[src/rtl/ctf_defs.svh]
// Offsets, field positions and frame counts of the C-bit transmit formatter
`ifndef CTF_DEFS_SVH
`define CTF_DEFS_SVH
`define CTF_CTRL_OFS 12'h000
`define CTF_ERR_OFS 12'h004
`define CTF_STAT_OFS 12'h008
`define CTF_CTRL_RST 32'h0000_0000
`define CTF_ERR_RST 32'h0000_0000
`define CTF_C_FGEN 0
`define CTF_C_PGEN 1
`define CTF_C_ARDD 2
`define CTF_C_MRDI 3
`define CTF_C_AFED 4
`define CTF_C_MFE 5
`define CTF_C_AEN_LO 6
`define CTF_C_AEN_HI 9
`define CTF_C_IDLE 10
`define CTF_C_AIS 11
`define CTF_E_FRM_EN 0
`define CTF_E_P_EN 1
`define CTF_E_C_EN 2
`define CTF_E_FE_EN 3
`define CTF_E_MODE_LO 4
`define CTF_E_MODE_HI 5
`define CTF_E_P_CONT 6
`define CTF_E_C_CONT 7
`define CTF_E_FE_CONT 8
`define CTF_E_EXT_SRC 9
`define CTF_E_SWREQ 10
`define CTF_BIT_LAST 7'h54
`define CTF_BLK_LAST 3'h7
`define CTF_SF_LAST 3'h6
`define CTF_SF_P 3'h2
`define CTF_SF_C3 3'h2
`define CTF_SF_C4 3'h3
`define CTF_SF_C5 3'h4
`define CTF_SF_M1 3'h4
`define CTF_SF_M2 3'h5
`define CTF_SF_C1 3'h0
`define CTF_SF_C2 3'h1
`define CTF_BLK_F1 3'h1
`define CTF_BLK_F4 3'h7
`define CTF_CIDX_FIRST 2'h1
`define CTF_CIDX_LAST 2'h3
`define CTF_CNT_ONE 3'h1
`define CTF_CNT_TWO 3'h2
`define CTF_CNT_SEF 3'h4
`endif

[src/rtl/ctf_pkg.sv]
// Types shared by the C-bit transmit formatter
package ctf_pkg;
  typedef enum logic [5:0] {
    SL_PAY = 6'h01,
    SL_X = 6'h02,
    SL_P = 6'h04,
    SL_M = 6'h08,
    SL_F = 6'h10,
    SL_C = 6'h20
  } ctf_slot_e;
  typedef enum logic [1:0] {
    FM_FBIT = 2'h0,
    FM_MBIT = 2'h1,
    FM_SEF = 2'h2,
    FM_OUT_OF_MULTIFRAME_ERROR_MODE = 2'h3
  } ctf_fmode_e;
  typedef struct packed {
    logic los;
    logic sef;
    logic lof;
    logic ais;
  } ctf_alarm_s;
  typedef struct packed {
    logic tx_overhead_data;
    logic tx_overhead_insert_enable;
  } ctf_oh_in_s;
endpackage

[src/rtl/ctf_tx_formatter.sv]
// C-bit DS3 transmit formatter with APB control
//
// Design decisions made here: the APB interface to the registers and the address map.
`timescale 1ns/1ps
`include "ctf_defs.svh"

module ctf_err_arm (
  input wire logic clk_i,
  input wire logic rst_b_i,
  input wire logic req_i,
  input wire logic en_i,
  input wire logic cont_i,
  input wire logic first_i,
  input wire logic in_grp_i,
  output logic hit_o,
  output logic pend_o
);
  logic pend_q;
  logic hold_q;
  logic take;
  assign take = en_i & (cont_i | pend_q);
  assign hit_o = in_grp_i & (first_i ? take : hold_q);
  assign pend_o = pend_q;
  // Request wins over the clear in the same cycle
  always_ff @(posedge clk_i or negedge rst_b_i) begin
    if (!rst_b_i) begin
      pend_q <= 1'b0;
    end else if (req_i && en_i && !cont_i) begin
      pend_q <= 1'b1;
    end else if (first_i && take) begin
      pend_q <= 1'b0;
    end
  end
  // Decision held across the whole group of one frame
  always_ff @(posedge clk_i or negedge rst_b_i) begin
    if (!rst_b_i) begin
      hold_q <= 1'b0;
    end else if (first_i) begin
      hold_q <= take;
    end
  end
endmodule

// Summary of operation
// - With framing on, the three M bits are sent as 0, 1, 0.
// - With framing on, the four F bits of each subframe are 1, 0, 0, 1.
// - X bits carry RDI: manual value if auto disabled, else alarm state.
// - Each of LOS, SEF, LOF, AIS has its own RDI enable bit.
// - P bits carry XOR of all payload bits of the previous output frame.
// - P bits are made when parity generation or framing is enabled.
// - C-bits 1,2 of subframe 1 and all of subframes 2, 6, 7 are one.
// - Third C-bit of subframe 1 carries the alarm channel input bit.
// - Subframe 3 C-bits carry the same previous-frame parity as P bits.
// - Subframe 4 C-bits carry block error: register or auto from receiver.
// - Subframe 5 C-bits carry the data link bits from the HDLC side.
// - Order is generation, error insertion, overhead insertion; else pass.
// - Framing error mode: F bit, M bit, whole subframe F, or M twice.
// - P error inverts both P bits in one frame, single or continuous.
// - C parity error inverts all subframe 3 C-bits in one frame.
// - Block error insertion forces subframe 4 C-bits to zero one frame.
// - Separate enables; continuous hits every chance, single the next.
// - Requests come from a register bit or an input, chosen by config.
// - Overhead enable high in an overhead slot substitutes the input bit.
// - For P and subframe 3 C-bits the input bit is XORed as a mask.
// - Idle sends 1100 payload, normal M and F, X 11, parity bits.
// - AIS sends 1010 payload, X 11, parity, other C-bits 000; beats Idle.
module ctf_tx_formatter (
  input wire logic mclk_i,
  input wire logic rst_b_i,
  input wire logic psel_i,
  input wire logic penable_i,
  input wire logic pwrite_i,
  input wire logic [11:0] paddr_i,
  input wire logic [31:0] pwdata_i,
  output logic [31:0] prdata_o,
  output logic pready_o,
  output logic pslverr_o,
  input wire logic pay_bit_i,
  output logic line_bit_o,
  input wire ctf_pkg::ctf_alarm_s alarms_i,
  input wire ctf_pkg::ctf_oh_in_s oh_in_i,
  input wire logic far_end_alarm_channel_bit_i,
  input wire logic dl_bit_i,
  input wire logic rx_cp_err_prev_i,
  input wire logic manual_error_request_in_i,
  output logic tx_overhead_clock_o,
  output logic tx_overhead_frame_start_o,
  output logic dl_slot_o
);
  import ctf_pkg::*;

  logic [31:0] tx_framer_control_reg;
  logic [31:0] err_ctrl_q;
  logic [31:0] prdata_q;
  logic [6:0] bit_q;
  logic [2:0] blk_q;
  logic [2:0] sf_q;
  logic [2:0] frm_left_q;
  logic [2:0] frm_left_d;
  logic line_q;
  logic par_acc_q;
  logic par_prev_q;
  logic swreq_q;
  logic ext_q;
  logic req;
  logic frm_hit;
  logic p_hit;
  logic c_hit;
  logic fe_hit;
  logic p_pend;
  logic c_pend;
  logic fe_pend;
  logic v;
  logic fgen;
  logic pgen;
  logic ais;
  logic idle;
  logic rdi;
  logic far_end_block_error;
  logic m_val;
  logic f_val;
  logic c_val;
  logic last_pos;
  logic oh_en;
  logic [1:0] cidx;
  logic [6:0] bm1;
  logic [3:0] alarm_vec;
  logic wr;
  logic rd_setup;
  logic mapped;
  ctf_slot_e slot;
  ctf_fmode_e fmode;

  assign fgen = tx_framer_control_reg[`CTF_C_FGEN];
  assign pgen = tx_framer_control_reg[`CTF_C_PGEN];
  assign ais = tx_framer_control_reg[`CTF_C_AIS];
  assign idle = tx_framer_control_reg[`CTF_C_IDLE];
  assign fmode = ctf_fmode_e'(err_ctrl_q[`CTF_E_MODE_HI:`CTF_E_MODE_LO]);
  assign oh_en = oh_in_i.tx_overhead_insert_enable;
  assign cidx = blk_q[2:1];
  assign bm1 = bit_q - 7'h01;
  assign alarm_vec = {alarms_i.los, alarms_i.sef, alarms_i.lof, alarms_i.ais};

  // APB slave, zero wait states, error on unmapped address
  assign wr = psel_i & penable_i & pwrite_i;
  assign rd_setup = psel_i & ~penable_i;
  assign mapped = (paddr_i == `CTF_CTRL_OFS) || (paddr_i == `CTF_ERR_OFS) ||
                  (paddr_i == `CTF_STAT_OFS);
  assign pready_o = 1'b1;
  assign pslverr_o = psel_i & penable_i & ~mapped;
  assign prdata_o = prdata_q;

  always_ff @(posedge mclk_i or negedge rst_b_i) begin
    if (!rst_b_i) begin
      tx_framer_control_reg <= `CTF_CTRL_RST;
      err_ctrl_q <= `CTF_ERR_RST;
    end else if (wr) begin
      if (paddr_i == `CTF_CTRL_OFS) begin
        tx_framer_control_reg <= {20'h0_0000, pwdata_i[11:0]};
      end else if (paddr_i == `CTF_ERR_OFS) begin
        err_ctrl_q <= {22'h00_0000, pwdata_i[9:0]};
      end
    end
  end

  always_ff @(posedge mclk_i or negedge rst_b_i) begin
    if (!rst_b_i) begin
      prdata_q <= 32'h0000_0000;
    end else if (rd_setup) begin
      if (paddr_i == `CTF_CTRL_OFS) begin
        prdata_q <= tx_framer_control_reg;
      end else if (paddr_i == `CTF_ERR_OFS) begin
        prdata_q <= err_ctrl_q;
      end else if (paddr_i == `CTF_STAT_OFS) begin
        prdata_q <= {12'h000, par_prev_q, fe_pend, c_pend, p_pend,
                     frm_left_q, sf_q, blk_q, bit_q};
      end else begin
        prdata_q <= 32'h0000_0000;
      end
    end
  end

  // Error request from register bit or rising edge of input
  always_ff @(posedge mclk_i or negedge rst_b_i) begin
    if (!rst_b_i) begin
      swreq_q <= 1'b0;
      ext_q <= 1'b0;
    end else begin
      swreq_q <= wr && (paddr_i == `CTF_ERR_OFS) && pwdata_i[`CTF_E_SWREQ];
      ext_q <= manual_error_request_in_i;
    end
  end
  assign req = err_ctrl_q[`CTF_E_EXT_SRC] ?
               (manual_error_request_in_i & ~ext_q) : swreq_q;

  // Frame position: 7 subframes x 8 blocks x 85 bits
  assign last_pos = (bit_q == `CTF_BIT_LAST) && (blk_q == `CTF_BLK_LAST) &&
                    (sf_q == `CTF_SF_LAST);
  always_ff @(posedge mclk_i or negedge rst_b_i) begin
    if (!rst_b_i) begin
      bit_q <= 7'h00;
      blk_q <= 3'h0;
      sf_q <= 3'h0;
    end else if (bit_q != `CTF_BIT_LAST) begin
      bit_q <= bit_q + 7'h01;
    end else begin
      bit_q <= 7'h00;
      blk_q <= blk_q + 3'h1;
      if (blk_q == `CTF_BLK_LAST) begin
        sf_q <= (sf_q == `CTF_SF_LAST) ? 3'h0 : sf_q + 3'h1;
      end
    end
  end

  always_comb begin
    slot = SL_PAY;
    if (bit_q == 7'h00) begin
      if (blk_q[0]) begin
        slot = SL_F;
      end else if (blk_q != 3'h0) begin
        slot = SL_C;
      end else if (sf_q < `CTF_SF_P) begin
        slot = SL_X;
      end else if (sf_q < `CTF_SF_M1) begin
        slot = SL_P;
      end else begin
        slot = SL_M;
      end
    end
  end
  assign tx_overhead_clock_o = (slot != SL_PAY);
  assign tx_overhead_frame_start_o = (bit_q == 7'h00) && (blk_q == 3'h0) &&
                                     (sf_q == 3'h0);
  assign dl_slot_o = (slot == SL_C) && (sf_q == `CTF_SF_C5);

  // Overhead values
  assign m_val = (sf_q == `CTF_SF_M2);
  assign f_val = (blk_q == `CTF_BLK_F1) || (blk_q == `CTF_BLK_F4);
  assign rdi = tx_framer_control_reg[`CTF_C_ARDD] ?
               tx_framer_control_reg[`CTF_C_MRDI] :
               ~|(alarm_vec &
               tx_framer_control_reg[`CTF_C_AEN_HI:`CTF_C_AEN_LO]);
  assign far_end_block_error = tx_framer_control_reg[`CTF_C_AFED] ?
                tx_framer_control_reg[`CTF_C_MFE] : ~rx_cp_err_prev_i;

  always_comb begin
    c_val = 1'b1;
    if (sf_q == `CTF_SF_C1) begin
      c_val = (cidx == `CTF_CIDX_LAST) ? far_end_alarm_channel_bit_i : 1'b1;
    end else if (sf_q == `CTF_SF_C3) begin
      c_val = par_prev_q;
    end else if (sf_q == `CTF_SF_C4) begin
      c_val = far_end_block_error;
    end else if (sf_q == `CTF_SF_C5) begin
      c_val = dl_bit_i;
    end
  end

  // Error opportunity units for P, C-parity and block error
  ctf_err_arm u_p_err (
    .clk_i(mclk_i), .rst_b_i(rst_b_i), .req_i(req),
    .en_i(err_ctrl_q[`CTF_E_P_EN]), .cont_i(err_ctrl_q[`CTF_E_P_CONT]),
    .first_i((slot == SL_P) && (sf_q == `CTF_SF_P)),
    .in_grp_i(slot == SL_P), .hit_o(p_hit), .pend_o(p_pend)
  );
  ctf_err_arm u_c_err (
    .clk_i(mclk_i), .rst_b_i(rst_b_i), .req_i(req),
    .en_i(err_ctrl_q[`CTF_E_C_EN]), .cont_i(err_ctrl_q[`CTF_E_C_CONT]),
    .first_i((slot == SL_C) && (sf_q == `CTF_SF_C3) &&
             (cidx == `CTF_CIDX_FIRST)),
    .in_grp_i((slot == SL_C) && (sf_q == `CTF_SF_C3)),
    .hit_o(c_hit), .pend_o(c_pend)
  );
  ctf_err_arm u_fe_err (
    .clk_i(mclk_i), .rst_b_i(rst_b_i), .req_i(req),
    .en_i(err_ctrl_q[`CTF_E_FE_EN]), .cont_i(err_ctrl_q[`CTF_E_FE_CONT]),
    .first_i((slot == SL_C) && (sf_q == `CTF_SF_C4) &&
             (cidx == `CTF_CIDX_FIRST)),
    .in_grp_i((slot == SL_C) && (sf_q == `CTF_SF_C4)),
    .hit_o(fe_hit), .pend_o(fe_pend)
  );

  // Framing errors: a request loads the count of bits to corrupt
  always_comb begin
    frm_hit = 1'b0;
    if (frm_left_q != 3'h0) begin
      case (fmode)
        FM_FBIT: frm_hit = (slot == SL_F);
        FM_MBIT: frm_hit = (slot == SL_M);
        FM_SEF: frm_hit = (slot == SL_F) && ((frm_left_q != `CTF_CNT_SEF) ||
                          (blk_q == `CTF_BLK_F1));
        default: frm_hit = (slot == SL_M) && (sf_q == `CTF_SF_M1);
      endcase
    end
  end
  always_comb begin
    frm_left_d = frm_left_q;
    if (req && err_ctrl_q[`CTF_E_FRM_EN]) begin
      case (fmode)
        FM_SEF: frm_left_d = `CTF_CNT_SEF;
        FM_OUT_OF_MULTIFRAME_ERROR_MODE: frm_left_d = `CTF_CNT_TWO;
        default: frm_left_d = `CTF_CNT_ONE;
      endcase
    end else if (frm_hit) begin
      frm_left_d = frm_left_q - 3'h1;
    end
  end
  always_ff @(posedge mclk_i or negedge rst_b_i) begin
    if (!rst_b_i) begin
      frm_left_q <= 3'h0;
    end else begin
      frm_left_q <= frm_left_d;
    end
  end

  // Bit path: generation, errors, overhead insertion, AIS and Idle
  always_comb begin
    v = pay_bit_i;
    if (fgen) begin
      case (slot)
        SL_X: v = rdi;
        SL_P: v = par_prev_q;
        SL_M: v = m_val;
        SL_F: v = f_val;
        SL_C: v = c_val;
        default: v = pay_bit_i;
      endcase
    end else if (pgen && (slot == SL_P)) begin
      v = par_prev_q;
    end
    if (frm_hit || p_hit || c_hit) begin
      v = ~v;
    end
    if (fe_hit) begin
      v = 1'b0;
    end
    if ((slot != SL_PAY) && oh_en) begin
      if ((slot == SL_P) || ((slot == SL_C) && (sf_q == `CTF_SF_C3))) begin
        v = v ^ oh_in_i.tx_overhead_data;
      end else begin
        v = oh_in_i.tx_overhead_data;
      end
    end
    if (ais || idle) begin
      case (slot)
        SL_PAY: v = ais ? bit_q[0] : ~bm1[1];
        SL_X: v = 1'b1;
        SL_P: v = par_prev_q;
        SL_M: v = m_val;
        SL_F: v = f_val;
        default: begin
          if (sf_q == `CTF_SF_C3) begin
            v = par_prev_q;
          end else if (ais) begin
            v = 1'b0;
          end
        end
      endcase
    end
  end

  always_ff @(posedge mclk_i or negedge rst_b_i) begin
    if (!rst_b_i) begin
      line_q <= 1'b0;
    end else begin
      line_q <= v;
    end
  end
  assign line_bit_o = line_q;

  // Parity of the output payload, frozen at each frame end
  always_ff @(posedge mclk_i or negedge rst_b_i) begin
    if (!rst_b_i) begin
      par_acc_q <= 1'b0;
      par_prev_q <= 1'b0;
    end else if (last_pos) begin
      par_acc_q <= 1'b0;
      par_prev_q <= par_acc_q ^ v;
    end else if (slot == SL_PAY) begin
      par_acc_q <= par_acc_q ^ v;
    end
  end
endmodule

[config.mk]
export PLATFORM = sky130hd
export DESIGN_NAME = ctf_tx_formatter
export DESIGN_NICKNAME = d
export VERILOG_FILES = /design/src/rtl/ctf_pkg.sv /design/src/rtl/ctf_tx_formatter.sv
export VERILOG_INCLUDE_DIRS = /design/src /design/src/rtl
export SDC_FILE = /design/constraint.sdc
export NUM_CORES = 1
export LEC_CHECK = 0
export BUFFER_PORTS_ARGS = -buffer_cell sky130_fd_sc_hd__buf_2
export CORE_UTILIZATION = 53
export DETAILED_ROUTE_END_ITERATION = 16
export GPL_TIMING_DRIVEN = 0
export PLACE_DENSITY_LB_ADDON = 0.15
export SLEW_MARGIN = 30
export SYNTH_ARGS = -nofsm -noshare
export SYNTH_HDL_FRONTEND = slang
export SYNTH_SLANG_ARGS = --single-unit
[constraint.sdc]
create_clock -name mclk_i -period 4.15 [get_ports mclk_i]
set_clock_uncertainty 0.15 [all_clocks]
set_input_delay 0.6225 -clock mclk_i [delete_from_list [all_inputs] [get_ports mclk_i]]
set_output_delay 0.6225 -clock mclk_i [all_outputs]
set_load 0.01 [all_outputs]
Word level (Yosys, flattened, before mapping)
Cells that the tools add are included.
{"block": "totals", "wordCells": 174, "reg_bits": 81, "out_inout_bits": 38}
{"block": "op_classes", "n_eq_ne": 24, "magnitude_cmp": 2, "reduce_logical": 54, "addsub": 5, "n_mux": 46, "bitwise_logic": 25}
{"operator": "$mux W20", "n": 3}
{"operator": "$mux W1", "n": 30}
{"operator": "$logic_and A1 B1 Y1", "n": 26}
{"operator": "$mux W6", "n": 3}
{"operator": "$eq A12 B3 Y1 const B", "n": 1}
{"operator": "$eq A12 B4 Y1 const B", "n": 1}
{"operator": "$eq A3 B3 Y1 const B", "n": 4}
{"operator": "$logic_not A12 Y1", "n": 1}
{"operator": "$and A1 B1 Y1", "n": 11}
{"operator": "$pmux W1 S5", "n": 2}
{"operator": "$reduce_bool A2 Y1", "n": 5}
{"operator": "$mux W3", "n": 3}
{"operator": "$logic_or A1 B1 Y1", "n": 8}
{"operator": "$mux W4", "n": 2}
{"operator": "$not A1 Y1", "n": 8}
{"operator": "$add A7 B1 Y7 const B", "n": 1}
{"operator": "$eq A7 B7 Y1 const B", "n": 1}
{"operator": "$logic_not A7 Y1", "n": 1}
{"operator": "$mux W7", "n": 1}
{"operator": "$ne A7 B7 Y1 const B", "n": 1}
{"operator": "$add A3 B1 Y3 const B", "n": 2}
{"operator": "$eq A2 B2 Y1 const B", "n": 3}
{"operator": "$eq A3 B2 Y1 const B", "n": 2}
{"operator": "$eq A6 B1 Y1 const B", "n": 1}
{"operator": "25 further kinds", "n": 35}

Logic depth before layout (Yosys ltp)
{"block": "depth", "ltp_word": 24, "mapped_depth": 13, "ltp_nobuf": 12}

Cells and area by module
A second synthesis with hierarchy kept.
{"block": "hier_totals", "hier_cells": 383, "hier_area_um2": 3912.5}
{"module": "ctf_tx_formatter", "cells_per_inst": 356, "instances": 1, "area_each_um2": 3616.0}
{"module": "ctf_err_arm", "cells_per_inst": 9, "instances": 3, "area_each_um2": 98.8}

Worst setup path before layout
No wires, ideal clock.
{"block": "synth_timing", "path_type": "flip-flop to flip-flop", "from": "reg blk_q[0]", "to": "reg par_acc_q", "t_required_ps": 3934, "arrival_ps": 2858, "synth_period_minus_slack_ps": 3074, "setup_slack_ps": 1076, "setup_ps": 66, "stages_incl_launch_ff": 14, "path_buffers": 2, "cell_sequence": "dfrtp_1 buf_2 inv_2 ha_1 nor2b_1 buf_4 nand4_2 or4b_4 a211oi_2 o21ai_1 mux2i_2 a21boi_1 or4_1 nand2_1"}
{"block": "synth_via", "elab_chain_cells": 22, "elab_cells_between_ends": 54, "classes_between": "eq/ne: 9; mux: 21; bitwise: 6; reduce/logical: 18"}
{"element": "start: declaration", "line": "ctf_tx_formatter.sv:96", "text": "logic [2:0] blk_q;"}
{"element": "start signal: assignment", "line": "ctf_tx_formatter.sv:208", "text": "blk_q <= blk_q + 3'h1;"}
{"element": "$reduce_bool A3 Y1", "line": "ctf_tx_formatter.sv:220", "text": "end else if (blk_q != 3'h0) begin"}
{"element": "$mux W6", "line": "ctf_tx_formatter.sv:220"}
{"element": "$mux W6", "line": "ctf_tx_formatter.sv:218", "text": "if (blk_q[0]) begin"}
{"element": "$mux W6", "line": "ctf_tx_formatter.sv:217", "text": "if (bit_q == 7'h00) begin"}
{"element": "$eq A6 B4 Y1, or another cell as far along"}
{"element": "$logic_and A1 B1 Y1 (on tied branches)"}
{"element": "$pmux W1 S3, or another cell as far along", "line": "ctf_tx_formatter.sv:287", "text": "case (fmode)"}
{"element": "$mux W1, or another cell as far along", "line": "ctf_tx_formatter.sv:286", "text": "if (frm_left_q != 3'h0) begin"}
{"element": "[... 6 more ...]"}
{"element": "$mux W1", "line": "ctf_tx_formatter.sv:337", "text": "if ((slot != SL_PAY) && oh_en) begin"}
{"element": "$mux W1", "line": "ctf_tx_formatter.sv:354", "text": "end else if (ais) begin"}
{"element": "$mux W1", "line": "ctf_tx_formatter.sv:352", "text": "if (sf_q == `CTF_SF_C3) begin"}
{"element": "$pmux W1 S5", "line": "ctf_tx_formatter.sv:345", "text": "case (slot)"}
{"element": "$mux W1", "line": "ctf_tx_formatter.sv:344", "text": "if (ais || idle) begin"}
{"element": "$xor A1 B1 Y1", "line": "ctf_tx_formatter.sv:380", "text": "par_acc_q <= par_acc_q ^ v;"}
{"element": "$mux W1", "line": "ctf_tx_formatter.sv:379", "text": "end else if (slot == SL_PAY) begin"}
{"element": "$mux W1", "line": "ctf_tx_formatter.sv:376", "text": "end else if (last_pos) begin"}
{"element": "end signal: assignment", "line": "ctf_tx_formatter.sv:380"}
{"element": "end: declaration", "line": "ctf_tx_formatter.sv:101", "text": "logic par_acc_q;"}
Several ways; a longest one is shown, not always the timed one. The select of a mux whose other input is x is not followed.
A chain may end at the register's enable or synchronous reset.

Worst setup path after layout
{"block": "layout_timing", "from": "reg sf_q[0]", "to": "reg par_acc_q"}
{"block": "layout_via", "elab_chain_cells": 24, "elab_cells_between_ends": 62, "classes_between": "order compare: 2; eq/ne: 12; mux: 27; bitwise: 6; reduce/logical: 15"}
{"element": "start: declaration", "line": "ctf_tx_formatter.sv:97", "text": "logic [2:0] sf_q;"}
{"element": "start signal: assignment", "line": "ctf_tx_formatter.sv:210", "text": "sf_q <= (sf_q == `CTF_SF_LAST) ? 3'h0 : sf_q + 3'h1;"}
{"element": "$lt A3 B3 Y1 (no line)"}
{"element": "$mux W4", "line": "ctf_tx_formatter.sv:224", "text": "end else if (sf_q < `CTF_SF_M1) begin"}
{"element": "$mux W4", "line": "ctf_tx_formatter.sv:222", "text": "end else if (sf_q < `CTF_SF_P) begin"}
{"element": "$mux W6", "line": "ctf_tx_formatter.sv:220"}
{"element": "$mux W6", "line": "ctf_tx_formatter.sv:218"}
{"element": "$mux W6", "line": "ctf_tx_formatter.sv:217"}
{"element": "$eq A6 B4 Y1, or another cell as far along"}
{"element": "$logic_and A1 B1 Y1 (on tied branches)"}
{"element": "[... 8 more ...]"}
{"element": "$mux W1", "line": "ctf_tx_formatter.sv:337"}
{"element": "$mux W1", "line": "ctf_tx_formatter.sv:354"}
{"element": "$mux W1", "line": "ctf_tx_formatter.sv:352"}
{"element": "$pmux W1 S5", "line": "ctf_tx_formatter.sv:345"}
{"element": "$mux W1", "line": "ctf_tx_formatter.sv:344"}
{"element": "$xor A1 B1 Y1", "line": "ctf_tx_formatter.sv:380"}
{"element": "$mux W1", "line": "ctf_tx_formatter.sv:379"}
{"element": "$mux W1", "line": "ctf_tx_formatter.sv:376"}
Several ways; a longest one is shown, not always the timed one. The select of a mux whose other input is x is not followed.

==> impl_results.md <==
- Sequential fraction of the synthesis area: 0.457
- Peak supply drop: 0.000211 V
- # IOs: 98
- Die height: between 80 and 90 um
- GP Congestion: between 0.9 and 1
- Most frequent CP cell: a21oi_1
- GRT Resource Usage Total: 0.267
- # hold bufs at CTS: 0
- DP Area: about 4300 um2
- Final hold violations: 0
- #FFs+latches synth: just under 70
- Clock Latency Late Sink: ~0.35 ns
- H-tree Lvls: 3
- First drt pass iteration count: 5
- Total grt overflow: 0
- Status: complete, no violations
- RSZ-0062 raised after global routing: false
- Total die area: roughly 7500 um2
- Wirelength, routed: 9320 um
- Initial Util: 0.554
- Number of flip-flops in the largest register: 20
- First-pass GRT wire length: 15000 um
- Area growth, synth to finish: 20.2%
- Synth cell count leaders: 69 x dfrtp_1, 43 x nand2_1, 27 x nor2_1
- Worst Path Arrival: about 3.6 ns
- Clock root buffer: clkbuf_8
- Req. time, crit path: between 4 and 5 ns
- Core ar.: 6830 um2
- Fraction of layout instances using a drive strength above 1: 0.273
- P per Cell Area: about 320 nW/um2
- Synthesized area: approximately 3800 um2
- Period utilization: 0.829
- Clk sinks: between 60 and 70
- Die Wd: 86.5 um
- Fmax: about 290 MHz
- WP buf/inv: 1
- Most frequent cell after synthesis: dfrtp_1
- Hold/Removal Path Class: input port to asynchronous set/reset pin
- Max Slew Vio Count: 0
- Setup TNS Final: 0 ns
- Post-route minimum period: roughly 3.4 ns
- Wirelength per Cell: ~16 um
- Post-synth EDFFs: 0
- Yosys top cell by area: dfrtp_1
- DRC Markers: 0
- Resized cells post-CTS: 0
- Final setup viols: 0
- CP startpoint kind: flop
- Max-cap violations: 0
- Port bufs: 63
- Final antenna-violating net count: 0
- Setup CP Type: flop to flop
- CP endpoint kind: flop
- CTS Buffer Depth: 2
- Synth Flop Type: dfrtp_1
- Worst-Margin Slew: 0.697 ns
- Vias in the first global route: around 3000
- Pleak: between 2 and 2.5 nW
- Num CTS Buffers: 9
- YS warnings: 0
- Worst reg-to-reg path cell count: 12
- Slew HR: 0.532
- Post-CTS setup buffer count: 0
- CP max-delay cell: dfrtp_1
- Crit-path max FO: 10
- CP cell instances: clkbuf_1 > and2_1 > ha_1 > or3_1 > a21oi_1 > a21oi_1 > o21ba_2 > o32ai_1 > mux2i_2 > a21boi_1 > or4_1 > nand2_1
- Final std cell area, no fill: roughly 4500 um2
- Synth top area cells: dfrtp_1 46%, mux2_2 6.5%, nand2_1 4.3%
- Initial drt markers: about 190
- Worst path depth: 12
- Yosys top cell area share: 0.457
- DP Wirelength: between 7000 and 8000 um
- ANT cells: 0
- # nets final: 540
- Vias/cell: 5.53
- Worst path max stage delay: about 0.45 ns
- Clock slew at reported path FFs: 0.08 ns
- Top delay family on crit path: simple AND/OR/NAND/NOR gates
- Synth Instances: about 390
- Ys async rst share: 1.00
- Largest net degree at the start of global routing: 49
- Initial antenna violation count: 0
- Post-Syn Area per Cell: 9.82 um2
- Via Count: 3161
- CTS tree: yes
- # rows: 30
- Netlist cell types: 58
==> cells by family (layout without fill, tap and decap cells) <==
kind of cell / Yosys count / after routing / share of synthesized area
XOR/XNOR: 9 / 9 / 0.0208
other: 2 / 13 / 0.00199
multiplexers: 39 / 39 / 0.112
AO/OA/AOI/OAI: 79 / 79 / 0.138
flip-flops: 69 / 69 / 0.457
AND/OR/NAND/NOR: 131 / 131 / 0.178
buffers and inverters: 47 / 127 / 0.0632
adder cells (fa/ha/maj): 9 / 9 / 0.0298
==> cell usage in the layout, fill, tap and decap left out, drive strengths merged, types with 4 or more instances in the layout <==
cell    synthesis  routed
clkbuf         11      20
mux2i          16      16
ha              9       9
inv            17      19
a22o           10      10
nor2b           5       5
nor4            5       5
o31ai          11      11
conb            2      13
o21ai          23      23
nand3          16      16
dfrtp          69      69
nand2          43      43
xnor2           8       8
buf            18      82
mux2           23      23
nand2b          4       4
nor3            7       7
nand4           5       5
nor2           27      27
a21oi          17      17
==> worst paths after layout <==
check / start / to / slack [ns]
setup / recovery: sf_q[0]$_DFFE_PN0P_ / par_acc_q$_DFFE_PN0P_ / 0.71
hold / removal: rst_b_i / prdata_o[11]$_DFFE_PN0P_ / 0.001
min in group mclk_i: manual_error_request_in_i / ext_q$_DFF_PN0_ / 0.24
setup reg to reg: sf_q[0]$_DFFE_PN0P_ / par_acc_q$_DFFE_PN0P_ / 0.71
hold reg to reg: prdata_o[9]$_DFFE_PN0P_ / prdata_o[9]$_DFFE_PN0P_ / 0.33
max in group asynchronous: rst_b_i / tx_framer_control_reg[10]$_DFFE_PN0P_ / 3.32
==> power breakdown <==
part / internal [mW] / leakage (nW) / switching (mW) / total [mW]
clock network: 0.403 / 0.124 / 0.276 / 0.679
registers: 0.674 / 0.901 / 0.00217 / 0.677
logic: 0.0348 / 1.20 / 0.0479 / 0.0827
==> layout make-up <==
type	count	area (um2)
Fill cell	605	2290
Multi-Input combinational cell	280	1870
Tap cell	96	120
Buffer	29	171
Inverter	18	67.6
Timing Repair Buffer	64	345
Sequential cell	69	1730
Clock buffer	9	124
Clock inverter	7	121
==> per-stage QoR <==
stage	instances	total power, mW	hold slack [ns]	utilization	setup slack [ns]
floorplan	396	0.728	0.177	-	1.08
global placement	555	0.768	0.309	0.623	0.789
detailed placement	556	0.773	0.313	0.629	0.744
CTS	572	1.44	0.0145	0.665	0.743
global route	572	1.48	0.0220	0.665	0.538
finish	572	1.44	0.00133	0.665	0.710
==> routing by layer <==
layer,vias to the layer above,track usage,wire length [um]
met5,-,0,0
met4,0,0.105,148
met3,12,0.0390,438
met2,97,0.434,4490
met1,1534,0.363,4250
li1,1518,-,-
(Power assumes the default switching activity.)
